==> config.mk <==
export PLATFORM = sky130hd
export DESIGN_NAME = ivm_mapper
export DESIGN_NICKNAME = d
export VERILOG_FILES = /design/src/hw/ivm_pkg.sv /design/src/hw/ivm_pick_if.sv /design/src/hw/ivm_picker.sv /design/src/hw/ivm_mapper.sv
export VERILOG_INCLUDE_DIRS = /design/src /design/src/hw
export SDC_FILE = /design/constraint.sdc
export NUM_CORES = 1
export LEC_CHECK = 0
export BUFFER_PORTS_ARGS = -buffer_cell sky130_fd_sc_hd__buf_2
export CORE_MARGIN = 2
export CORE_UTILIZATION = 50
export DETAILED_ROUTE_END_ITERATION = 16
export GPL_TIMING_DRIVEN = 0
export PLACE_DENSITY_LB_ADDON = 0.08
export SLEW_MARGIN = 25
export SYNTH_ARGS = -nofsm -noshare
export SYNTH_HDL_FRONTEND = slang
export SYNTH_HIERARCHICAL = 1
export SYNTH_SLANG_ARGS = --single-unit
==> constraint.sdc <==
create_clock -name sys_clk_i -period 2.4 [get_ports sys_clk_i]
set_input_delay 0.48 -clock sys_clk_i [delete_from_list [all_inputs] [get_ports sys_clk_i]]
set_output_delay 0.48 -clock sys_clk_i [all_outputs]
set_load 0.05 [all_outputs]
==> src/hw/ivm_regs.svh <==
`ifndef IVM_REGS_SVH
`define IVM_REGS_SVH

// ============================================================
// vector table geometry
`define IVM_ADDR_W 16
`define IVM_NUM_W 5
`define IVM_VEC_STEP 16'h0002
`define IVM_VEC_BASE 16'h0000

// ============================================================
// vector numbers (1-based)
`define IVM_VEC_RESET 5'h01
`define IVM_VEC_SUSP 5'h02
`define IVM_VEC_USB 5'h03
`define IVM_VEC_EXT0 5'h04
`define IVM_VEC_TIMB_OVF 5'h08
`define IVM_VEC_WT_CAPT 5'h09
`define IVM_VEC_WT_MA 5'h0A
`define IVM_VEC_WT_MB 5'h0B
`define IVM_VEC_WT_OVF 5'h0C
`define IVM_VEC_TIMA_OVF 5'h0D
`define IVM_VEC_SPI 5'h0E
`define IVM_VEC_UART0 5'h0F
`define IVM_VEC_UART1 5'h10

// ============================================================
// source bit positions in the request vector (vector number - 2)
`define IVM_SRC_NUM 15

`endif

==> src/hw/ivm_pkg.sv <==
package ivm_pkg;
    typedef logic [15:0] ivm_addr_t;
    typedef logic [4:0] ivm_num_t;
    typedef logic [14:0] ivm_src_t;
    typedef enum logic [1:0] {
        IVM_RESET_HOLD,
        IVM_RUN
    } ivm_state_t;
endpackage

==> src/hw/ivm_pick_if.sv <==
interface ivm_pick_if;
    logic [14:0] pending;
    logic found;
    logic [4:0] vec_num;
    logic [15:0] vec_addr;
    modport owner (output pending, input found, input vec_num, input vec_addr);
    modport picker (input pending, output found, output vec_num, output vec_addr);
endinterface

==> src/hw/ivm_picker.sv <==
`include "ivm_regs.svh"

module ivm_picker (
    ivm_pick_if.picker pk
);
    // ============================================================
    // number to address
    function automatic ivm_pkg::ivm_addr_t ivm_num_to_addr(input ivm_pkg::ivm_num_t n);
        logic [15:0] idx;
        idx = {11'h000, n} - 16'h0001;
        ivm_num_to_addr = `IVM_VEC_BASE + 16'(idx * `IVM_VEC_STEP);
    endfunction

    // ============================================================
    // lowest vector number wins
    always_comb begin
        pk.found = 1'b0;
        pk.vec_num = `IVM_VEC_RESET;
        for (int i = `IVM_SRC_NUM - 1; i >= 0; i--) begin
            if (pk.pending[i]) begin
                pk.found = 1'b1;
                pk.vec_num = 5'(i + 2);
            end
        end
        pk.vec_addr = ivm_num_to_addr(pk.vec_num);
    end
endmodule // ivm_picker

==> src/hw/ivm_mapper.sv <==
`include "ivm_regs.svh"

// Operation
// - a pin or watchdog reset sends execution to address 0000h, vector 1.
// - usb suspend or resume uses vector 2 at address 0002h.
// - usb hardware and usb dma requests share vector 3 at address 0004h.
// - external requests 0 to 3 use vectors 4 to 7 at 0006h to 000Ch.
// - wide timer capture, match a and match b use 0010h, 0012h and 0014h.
// - timer b overflow uses 000Eh, wide timer 0016h and timer a 0018h.
// - serial port transfer completion uses vector 14 at 001Ah.
// - first uart uses 001Ch and second uart uses 001Eh.
// - vector addresses step by two sixteen-bit words per vector number.
module ivm_mapper (
    input wire logic sys_clk_i,
    input wire logic rst_b_i,
    input wire logic reset_pin_b_i,
    input wire logic watchdog_reset_i,
    input wire logic usb_suspend_resume_irq_i,
    input wire logic usb_hw_irq_i,
    input wire logic usb_dma_irq_i,
    input wire logic ext_request_0_i,
    input wire logic ext_request_1_i,
    input wire logic ext_request_2_i,
    input wire logic ext_request_3_i,
    input wire logic timer_b_overflow_irq_i,
    input wire logic wide_timer_capture_irq_i,
    input wire logic wide_timer_match_a_irq_i,
    input wire logic wide_timer_match_b_irq_i,
    input wire logic wide_timer_overflow_irq_i,
    input wire logic timer_a_overflow_irq_i,
    input wire logic serial_port_done_irq_i,
    input wire logic first_uart_irq_i,
    input wire logic second_uart_irq_i,
    input wire logic irq_accept_i,
    output logic core_reset_o,
    output logic irq_pending_o,
    output logic [15:0] vec_addr_o,
    output logic [4:0] vec_num_o,
    output logic pc_load_o
);
    // ============================================================
    // state
    typedef struct packed {
        ivm_pkg::ivm_state_t state;
        logic [1:0] pin_sync;
        logic [1:0] ext_sync0;
        logic [1:0] ext_sync1;
        logic [1:0] ext_sync2;
        logic [1:0] ext_sync3;
        logic core_reset;
        logic pending;
        logic [15:0] vec_addr;
        logic [4:0] vec_num;
        logic pc_load;
    } ivm_regs_t;

    ivm_regs_t st_reg;
    ivm_regs_t st_next;
    ivm_pkg::ivm_src_t src;
    ivm_pick_if pick ();

    ivm_picker u_picker (
        .pk(pick.picker)
    );

    // external pins pass two flops; peripheral requests are same-clock
    always_comb begin
        src = '0;
        src[0] = usb_suspend_resume_irq_i;
        src[1] = usb_hw_irq_i | usb_dma_irq_i;
        src[2] = st_reg.ext_sync0[1];
        src[3] = st_reg.ext_sync1[1];
        src[4] = st_reg.ext_sync2[1];
        src[5] = st_reg.ext_sync3[1];
        src[6] = timer_b_overflow_irq_i;
        src[7] = wide_timer_capture_irq_i;
        src[8] = wide_timer_match_a_irq_i;
        src[9] = wide_timer_match_b_irq_i;
        src[10] = wide_timer_overflow_irq_i;
        src[11] = timer_a_overflow_irq_i;
        src[12] = serial_port_done_irq_i;
        src[13] = first_uart_irq_i;
        src[14] = second_uart_irq_i;
    end

    assign pick.pending = src;

    // ============================================================
    // next state
    always_comb begin
        logic rst_req;
        rst_req = 1'b0;
        st_next = st_reg;
        st_next.pin_sync = {st_reg.pin_sync[0], ~reset_pin_b_i};
        st_next.ext_sync0 = {st_reg.ext_sync0[0], ext_request_0_i};
        st_next.ext_sync1 = {st_reg.ext_sync1[0], ext_request_1_i};
        st_next.ext_sync2 = {st_reg.ext_sync2[0], ext_request_2_i};
        st_next.ext_sync3 = {st_reg.ext_sync3[0], ext_request_3_i};
        rst_req = st_reg.pin_sync[1] | watchdog_reset_i;
        st_next.pc_load = 1'b0;
        unique case (st_reg.state)
            ivm_pkg::IVM_RESET_HOLD: begin
                // release loads the reset vector once
                st_next.core_reset = rst_req;
                st_next.pending = 1'b0;
                st_next.vec_num = `IVM_VEC_RESET;
                st_next.vec_addr = `IVM_VEC_BASE;
                if (!rst_req) begin
                    st_next.pc_load = 1'b1;
                    st_next.state = ivm_pkg::IVM_RUN;
                end
            end
            ivm_pkg::IVM_RUN: begin
                if (rst_req) begin
                    st_next.core_reset = 1'b1;
                    st_next.pending = 1'b0;
                    st_next.vec_num = `IVM_VEC_RESET;
                    st_next.vec_addr = `IVM_VEC_BASE;
                    st_next.state = ivm_pkg::IVM_RESET_HOLD;
                end else begin
                    // choice frozen on accept, so the load carries the vector the core saw
                    st_next.pending = pick.found;
                    if (pick.found && !(irq_accept_i && st_reg.pending)) begin
                        st_next.vec_num = pick.vec_num;
                        st_next.vec_addr = pick.vec_addr;
                    end
                    st_next.pc_load = irq_accept_i & st_reg.pending;
                end
            end
            default: begin
                st_next.state = ivm_pkg::IVM_RESET_HOLD;
                st_next.core_reset = 1'b1;
                st_next.pending = 1'b0;
                st_next.vec_num = `IVM_VEC_RESET;
                st_next.vec_addr = `IVM_VEC_BASE;
            end
        endcase
    end

    always_ff @(posedge sys_clk_i) begin
        if (!rst_b_i) begin
            st_reg <= '0;
            st_reg.state <= ivm_pkg::IVM_RESET_HOLD;
            st_reg.core_reset <= 1'b1;
            st_reg.vec_num <= `IVM_VEC_RESET;
            st_reg.vec_addr <= `IVM_VEC_BASE;
        end else begin
            st_reg <= st_next;
        end
    end

    assign core_reset_o = st_reg.core_reset;
    assign irq_pending_o = st_reg.pending;
    assign vec_addr_o = st_reg.vec_addr;
    assign vec_num_o = st_reg.vec_num;
    assign pc_load_o = st_reg.pc_load;

    // ============================================================
    // checks
    // state passed as an argument so the property sees its sampled value
    function automatic logic state_run(input ivm_pkg::ivm_state_t s);
        state_run = s == ivm_pkg::IVM_RUN;
    endfunction

    // addresses spelled out here, not taken from the picker's function
    a_reset_vector_zero: assert property (@(posedge sys_clk_i) disable iff (!rst_b_i)
        core_reset_o |-> vec_addr_o == 16'h0000 && vec_num_o == 5'h01)
        else $error("reset vector not at zero");
    a_watchdog_resets: assert property (@(posedge sys_clk_i) disable iff (!rst_b_i)
        watchdog_reset_i |=> core_reset_o)
        else $error("watchdog did not reset core");
    a_pin_resets: assert property (@(posedge sys_clk_i) disable iff (!rst_b_i)
        st_reg.pin_sync[1] |=> core_reset_o)
        else $error("reset pin did not reset core");
    a_suspend_vector: assert property (@(posedge sys_clk_i) disable iff (!rst_b_i)
        irq_pending_o && vec_num_o == 5'h02 |-> vec_addr_o == 16'h0002)
        else $error("suspend vector address wrong");
    a_usb_shared: assert property (@(posedge sys_clk_i) disable iff (!rst_b_i)
        (state_run(st_reg.state) && !usb_suspend_resume_irq_i && (usb_hw_irq_i || usb_dma_irq_i)
         && !watchdog_reset_i && !st_reg.pin_sync[1] && !(irq_accept_i && irq_pending_o))
        |=> vec_addr_o == 16'h0004)
        else $error("usb vector not 0004h");
    a_ext_zero_vector: assert property (@(posedge sys_clk_i) disable iff (!rst_b_i)
        irq_pending_o && vec_num_o == 5'h04 |-> vec_addr_o == 16'h0006)
        else $error("external request 0 vector wrong");
    a_ext_vectors: assert property (@(posedge sys_clk_i) disable iff (!rst_b_i)
        irq_pending_o && vec_num_o == 5'h07 |-> vec_addr_o == 16'h000C)
        else $error("external request 3 vector wrong");
    a_capture_vector: assert property (@(posedge sys_clk_i) disable iff (!rst_b_i)
        irq_pending_o && vec_num_o == 5'h09 |-> vec_addr_o == 16'h0010)
        else $error("capture vector wrong");
    a_timer_vectors: assert property (@(posedge sys_clk_i) disable iff (!rst_b_i)
        irq_pending_o && vec_num_o == 5'h0B |-> vec_addr_o == 16'h0014)
        else $error("match b vector wrong");
    a_timer_b_vector: assert property (@(posedge sys_clk_i) disable iff (!rst_b_i)
        irq_pending_o && vec_num_o == 5'h08 |-> vec_addr_o == 16'h000E)
        else $error("timer b overflow vector wrong");
    a_overflow_vectors: assert property (@(posedge sys_clk_i) disable iff (!rst_b_i)
        irq_pending_o && vec_num_o == 5'h0D |-> vec_addr_o == 16'h0018)
        else $error("timer a overflow vector wrong");
    a_serial_vector: assert property (@(posedge sys_clk_i) disable iff (!rst_b_i)
        irq_pending_o && vec_num_o == 5'h0E |-> vec_addr_o == 16'h001A)
        else $error("serial port vector wrong");
    a_first_uart_vector: assert property (@(posedge sys_clk_i) disable iff (!rst_b_i)
        irq_pending_o && vec_num_o == 5'h0F |-> vec_addr_o == 16'h001C)
        else $error("first uart vector wrong");
    a_uart_vectors: assert property (@(posedge sys_clk_i) disable iff (!rst_b_i)
        irq_pending_o && vec_num_o == 5'h10 |-> vec_addr_o == 16'h001E)
        else $error("second uart vector wrong");
    a_step_by_two: assert property (@(posedge sys_clk_i) disable iff (!rst_b_i)
        vec_addr_o == {10'h000, vec_num_o - 5'h01, 1'b0})
        else $error("vector address step not two");
    a_reset_no_pending: assert property (@(posedge sys_clk_i) disable iff (!rst_b_i)
        core_reset_o |-> !irq_pending_o)
        else $error("request pending during reset");
    a_lowest_first: assert property (@(posedge sys_clk_i) disable iff (!rst_b_i)
        (state_run(st_reg.state) && usb_suspend_resume_irq_i && !watchdog_reset_i
         && !st_reg.pin_sync[1] && !(irq_accept_i && irq_pending_o)) |=> vec_num_o == 5'h02)
        else $error("lower vector not taken first");
    a_load_on_accept: assert property (@(posedge sys_clk_i) disable iff (!rst_b_i)
        pc_load_o && !$past(core_reset_o) |-> $past(irq_accept_i) && $past(irq_pending_o)
        && $stable(vec_addr_o))
        else $error("load not tied to accept");
    a_vector_frozen: assert property (@(posedge sys_clk_i) disable iff (!rst_b_i)
        irq_accept_i && irq_pending_o && !watchdog_reset_i && !st_reg.pin_sync[1]
        |=> pc_load_o && $stable(vec_addr_o))
        else $error("accepted vector not loaded unchanged");
endmodule // ivm_mapper

==> flow_summary.json, run 1 <==
{
  "status": "complete, no violations",
  "placed_area_sq_mm": 0.00205,
  "gr-total-overflow": 0,
  "die_height_um": 62.8,
  "finalCriticalPeriod_ps": 2090,
  "ys_seq_area_share_pct": 40.5,
  "grt_start_max_net_pins": 12,
  "fin_skew_ps": 19.5,
  "routed_wl_mm": 2.90,
  "critPathLaunchType": "input pin",
  "drive_above_1_share_pct": 46.6,
  "numClockSinks": 35,
  "synth_edf_count": 0,
  "postCtsSetupBuffers": 0,
  "async_flop_share_pct": 0,
  "drtIter0Drc": 19,
  "min-delay-start": "reset_pin_b_i",
  "first_pass_iters": 4,
  "start_util_pct": 51.9,
  "synth_ff_type": "dfxtp_1",
  "clk_pin_slew_ps": 100,
  "antenna_found_initial": 0,
  "ys_ff_latch": 35,
  "netlist_top_cells_area": "dfxtp_1, buf_4, nand2_1, a21oi_2, and2_1",
  "port_buffers": 44,
  "place_congestion": 0.774,
  "die_w_um": 62.8,
  "track_usage_pct": 17.0,
  "drc_errors": 0,
  "ioPinCount": 45,
  "grt_pass1_wl_mm": 5.24,
  "worstPathMaxFanout": 10,
  "tightest_slew_ps": 516,
  "r2r_slack_ps": 370,
  "crit_required_ps": 2670,
  "synth_area_sq_mm": 0.00173,
  "cp-startpoint": "wide_timer_overflow_irq_i",
  "max-slew-margin-rel_pct": 65.3,
  "rsz0062_at_grt": "false",
  "synth.distinct_cells": 38,
  "hold_path_depth": 2,
  "clock.fmax_ghz": 0.479,
  "design_area_sq_mm": 0.00212,
  "grt_pass1_vias": 1222,
  "cts_root_buffer": "clkbuf_4",
  "p_leak_nw": 1.03,
  "routedWlPerCell_um": 9.40,
  "rows": 21,
  "min_path_type": "in2reg",
  "clock_latency_ps": 350,
  "fin_crit_sh_pct": 87.0,
  "synth.avg_cell_area_sq_um": 8.65,
  "vias": 1363,
  "postRouteAntennaNets": 0,
  "largest_reg_flops": 16,
  "ir_drop_uv": 340,
  "synth_warnings": 6,
  "ctsHoldBuffers": 0,
  "power-per-cell-area_mw_per_mm2": 526,
  "critPathCaptureType": "flip-flop",
  "via_per_inst": 4.43,
  "core_sq_mm": 0.00334,
  "yosys.area.top_type_share_pct": 40.5,
  "rr_endpoint": "vec_addr_o[2]",
  "tritoncts": "yes",
  "slew_violations": 0,
  "maxCapViolCount": 0,
  "final_hold_viol_count": 0,
  "synth_cells": 200,
  "layout_setup_ws_ps": 312,
  "place.detailed.hpwl_mm": 2.15,
  "most-common-layout-cells": "buf_2, nand2_1, dfxtp_1",
  "htreeDepth": 2,
  "cts_resized": 0,
  "setup_violations": 0,
  "die_area_sq_mm": 0.00395,
  "final_util_pct": 63.5,
  "reg2regPathDepth": 7,
  "min_to": "st_next[33]",
  "antennaDiodeCount": 0,
  "critical_path_class": "in2reg",
  "area_delta_synth_final_pct": 22.4,
  "place_ws_ps": -19.7,
  "worstPathArrival_ps": 2360,
  "worstReg2RegStart": "pick.pending[4]",
  "fin_nets": 283,
  "clockBufferDepth": 2,
  "numCtsBuffers": 5,
  "yosysTopAreaCell": "dfxtp_1"
}
worst max-delay path by stage:
stage                                end  slack, ps  depth (start not counted)
after floorplan            vec_addr_o[5]        380                         10
after global placement     vec_addr_o[4]         30                          8
after detailed placement  vec_addr_o[15]        -20                          8
after CTS                 vec_addr_o[15]        350                          7
after global routing       vec_addr_o[5]        150                         10
final                      vec_addr_o[2]        310                          8
Yosys cell counts, drive strengths merged, types with 2 or more instances:
master,count
o31ai,2
nor4,2
a21boi,2
inv,5
o21ai,2
nand2,50
and2,10
dfxtp,35
a221o,2
a21oi,21
mux2,2
nor2,9
and3,2
nor2b,2
buf,38
power by group:
part	internal, W	leakage, nW	switching, W	total, W
logic	0.0000633	0.710	0.0000782	0.000141
registers	0.000596	0.285	0.00000770	0.000604
clock network	0.000171	0.0375	0.000198	0.000369
layer usage:
| layer | up-vias | share of wire [%] | wire [um] | track usage, % |
|---|---|---|---|---|
| li1 | 725 | - | - | - |
| met1 | 596 | 47 | 1370 | 21.1 |
| met2 | 35 | 45 | 1310 | 26.7 |
| met3 | 7 | 5.0 | 145 | 4.86 |
| met4 | 0 | 2.5 | 72 | 9.17 |
| met5 | - | 0 | 0 | 0 |
area by class of cell:
type,count,area (sq um)
clock inverters,1,7.51
well taps,46,57.6
inverters,5,18.8
flip-flops and latches,35,701
multi-input cells,131,762
plain buffers,39,287
repair buffers,44,220
fillers,325,1220
clock buffers,7,65.1
worst max-delay path, stage by stage:
cell     delay (ps)
buf_2           120
nor4_1          490
nand3_1         180
or3_1           400
a21bo_2         230
buf_2           230
nand2_1         100
a21oi_2         130
metrics by stage:
stage               power, W  hold slack [ps]  setup TNS [ps]  cells
floorplan           0.000720              412               0    210
global placement    0.000757              414               0    300
detailed placement  0.000759              420           -20.6    300
CTS                  0.00113              258               0    308
global route         0.00119              239               0    308
finish               0.00111              283               0    308
cells by family after synthesis:
kind of cell,count (synthesis),synth area share [%]
other cells,1,0.217
simple gates,83,22.8
flops,35,40.5
xor+xnor,1,0.506
buf+inv,44,17.6
mux,2,1.52
compound gates,33,16.1
fa+ha+maj,1,0.723
Note: power is estimated with default switching activity, not from simulation.
==> inputs of run 2 (changes only) <==
- CORE_ASPECT_RATIO: default -> 1.75
- CORE_UTILIZATION: 50 -> 55
- CTS_BUF_LIST: default -> sky130_fd_sc_hd__clkbuf_8
==> run 2 against run 1 <==
Against the previous run:
- fmax down 1.3%
- flip-flop and latch count unchanged
- worst hold slack better by 65 ps
- setup slack worse by 27 ps
- die area down 8.1%
- critical endpoint is now vec_addr_o[11]
- highest routed layer unchanged
- power up 4.3%
- sequential power about the same
- critical path depth up 1
- count of clock-buffer cells in the layout down 1
- non-clock buffer count unchanged
- largest cell class unchanged
- first-iteration DRC count unchanged
==> flow_summary.json, run 2 (same netlist as run 1, synthesis figures left out) <==
{
  "critPathCaptureType": "flip-flop",
  "clock_latency_ps": 280,
  "die_area_sq_mm": 0.00363,
  "core_sq_mm": 0.00307,
  "postRouteAntennaNets": 0,
  "antennaDiodeCount": 0,
  "clock.fmax_ghz": 0.473,
  "fin_skew_ps": 3.86,
  "slew_violations": 0,
  "largest_reg_flops": 16,
  "tritoncts": "yes",
  "grt_pass1_wl_mm": 4.98,
  "place.detailed.hpwl_mm": 2.29,
  "clk_pin_slew_ps": 60,
  "critical_path_class": "in2reg",
  "vias": 1374,
  "worstPathMaxFanout": 10,
  "fillers": 273,
  "p_leak_nw": 1.04,
  "drive_above_1_share_pct": 46.4,
  "grt_start_max_net_pins": 11,
  "worstPathArrival_ps": 2330,
  "critPathLaunchType": "input pin",
  "clockBufferDepth": 2,
  "hold_ws_ps": 349,
  "crit_required_ps": 2620,
  "layout_setup_ws_ps": 285,
  "via_per_inst": 4.52,
  "r2r_slack_ps": 310,
  "antenna_found_initial": 0,
  "fin_nets": 283,
  "cp-startpoint": "usb_dma_irq_i",
  "ir_drop_uv": 476,
  "power-per-cell-area_mw_per_mm2": 546,
  "ctsHoldBuffers": 0,
  "worstReg2RegStart": "pick.pending[4]",
  "cts_resized": 0,
  "finalSetupTns_ps": 0,
  "htreeDepth": 2,
  "rsz0062_at_grt": "false",
  "start_util_pct": 56.3,
  "maxCapViolCount": 0,
  "track_usage_pct": 18.2,
  "rr_endpoint": "vec_addr_o[11]",
  "port_buffers": 44,
  "rows": 27,
  "die_w_um": 46.4,
  "routedWlPerCell_um": 9.49,
  "postCtsSetupBuffers": 0,
  "place_ws_ps": -11.8,
  "most-common-layout-cells": "buf_2, nand2_1, dfxtp_1",
  "numCtsBuffers": 5,
  "ioPinCount": 45,
  "setup_violations": 0,
  "dp_cells": 297,
  "drtIter0Drc": 19,
  "gr-total-overflow": 0,
  "final_hold_viol_count": 0,
  "finalCriticalPeriod_ps": 2120,
  "reg2regPathDepth": 7,
  "numClockSinks": 35,
  "status": "complete, no violations",
  "final_util_pct": 69.3,
  "endpoint": "vec_addr_o[11]",
  "drc_errors": 0,
  "die_height_um": 78.2,
  "place_congestion": 0.803,
  "cts_root_buffer": "clkbuf_8",
  "area_delta_synth_final_pct": 23.1,
  "routed_wl_mm": 2.89,
  "fin_cells": 304,
  "fin_crit_sh_pct": 88.1,
  "first_pass_iters": 4,
  "min_path_type": "in2reg",
  "grt_pass1_vias": 1246
}
-- run 2: cell types whose count changed in the layout (fill, tap and decap cells not counted) --
cell	delta
clkbuf_4	-5
clkbuf_8	+4
clkinv_2	+1
clkinvlp_4	-1
-- run 2: layer usage --
layer | GRT usage, % | share of wire, % | vias to the layer above
met4 | 6.00 | 1.5 | 0
met1 | 19.2 | 40 | 613
met2 | 32.6 | 55 | 29
met3 | 4.83 | 4.0 | 4
met5 | 0 | 0 | -
li1 | - | - | 728
-- run 2: power by group --
group | internal [W] | switching (W)
Sequential | 0.000596 | 0.00000826
Clock | 0.000225 | 0.000190
Combinational | 0.0000632 | 0.0000793
-- run 2: cell type report --
class                           instances  area [sq um]  share of cell area (%)
Inverter                                5          18.8                   0.881
Clock buffer                            6          82.6                    3.88
Buffer                                 39           287                    13.5
Clock inverter                          1          5.00                   0.235
Timing Repair Buffer                   44           220                    10.3
Tap cell                               43          53.8                    2.53
Sequential cell                        35           701                    32.9
Multi-Input combinational cell        131           762                    35.8
-- run 2: stage by stage --
stage | cell area (sq um) | total power (W)
3_5_place_dp | 2040 | 0.000759
2_1_floorplan | 1770 | 0.000720
4_1_cts | 2130 | 0.00118
5_1_grt | 2130 | 0.00123
3_3_place_gp | 2040 | 0.000756
6_report | 2130 | 0.00116
-- run 2: how the worst min path moves through the flow --
| stage | start | endpoint | slack, ps | depth (start not counted) |
|---|---|---|---|---|
| after CTS | reset_pin_b_i | st_next[33] | 340 | 2 |
| final | reset_pin_b_i | st_next[33] | 350 | 2 |
| after global placement | st_next[31] | pick.pending[2] | 410 | 1 |
| after floorplan | st_next[31] | pick.pending[2] | 410 | 1 |
| after global routing | reset_pin_b_i | st_next[33] | 350 | 2 |
| after detailed placement | st_next[31] | pick.pending[2] | 420 | 1 |
-- run 2: worst max-delay path, cell delays in order --
cell and delay (ps):
buf_2 90, or2_2 320, nor2_1 240, nand2_1 120
or3_1 380, a21bo_2 230, buf_2 230, nand2_1 100
a21oi_2 130
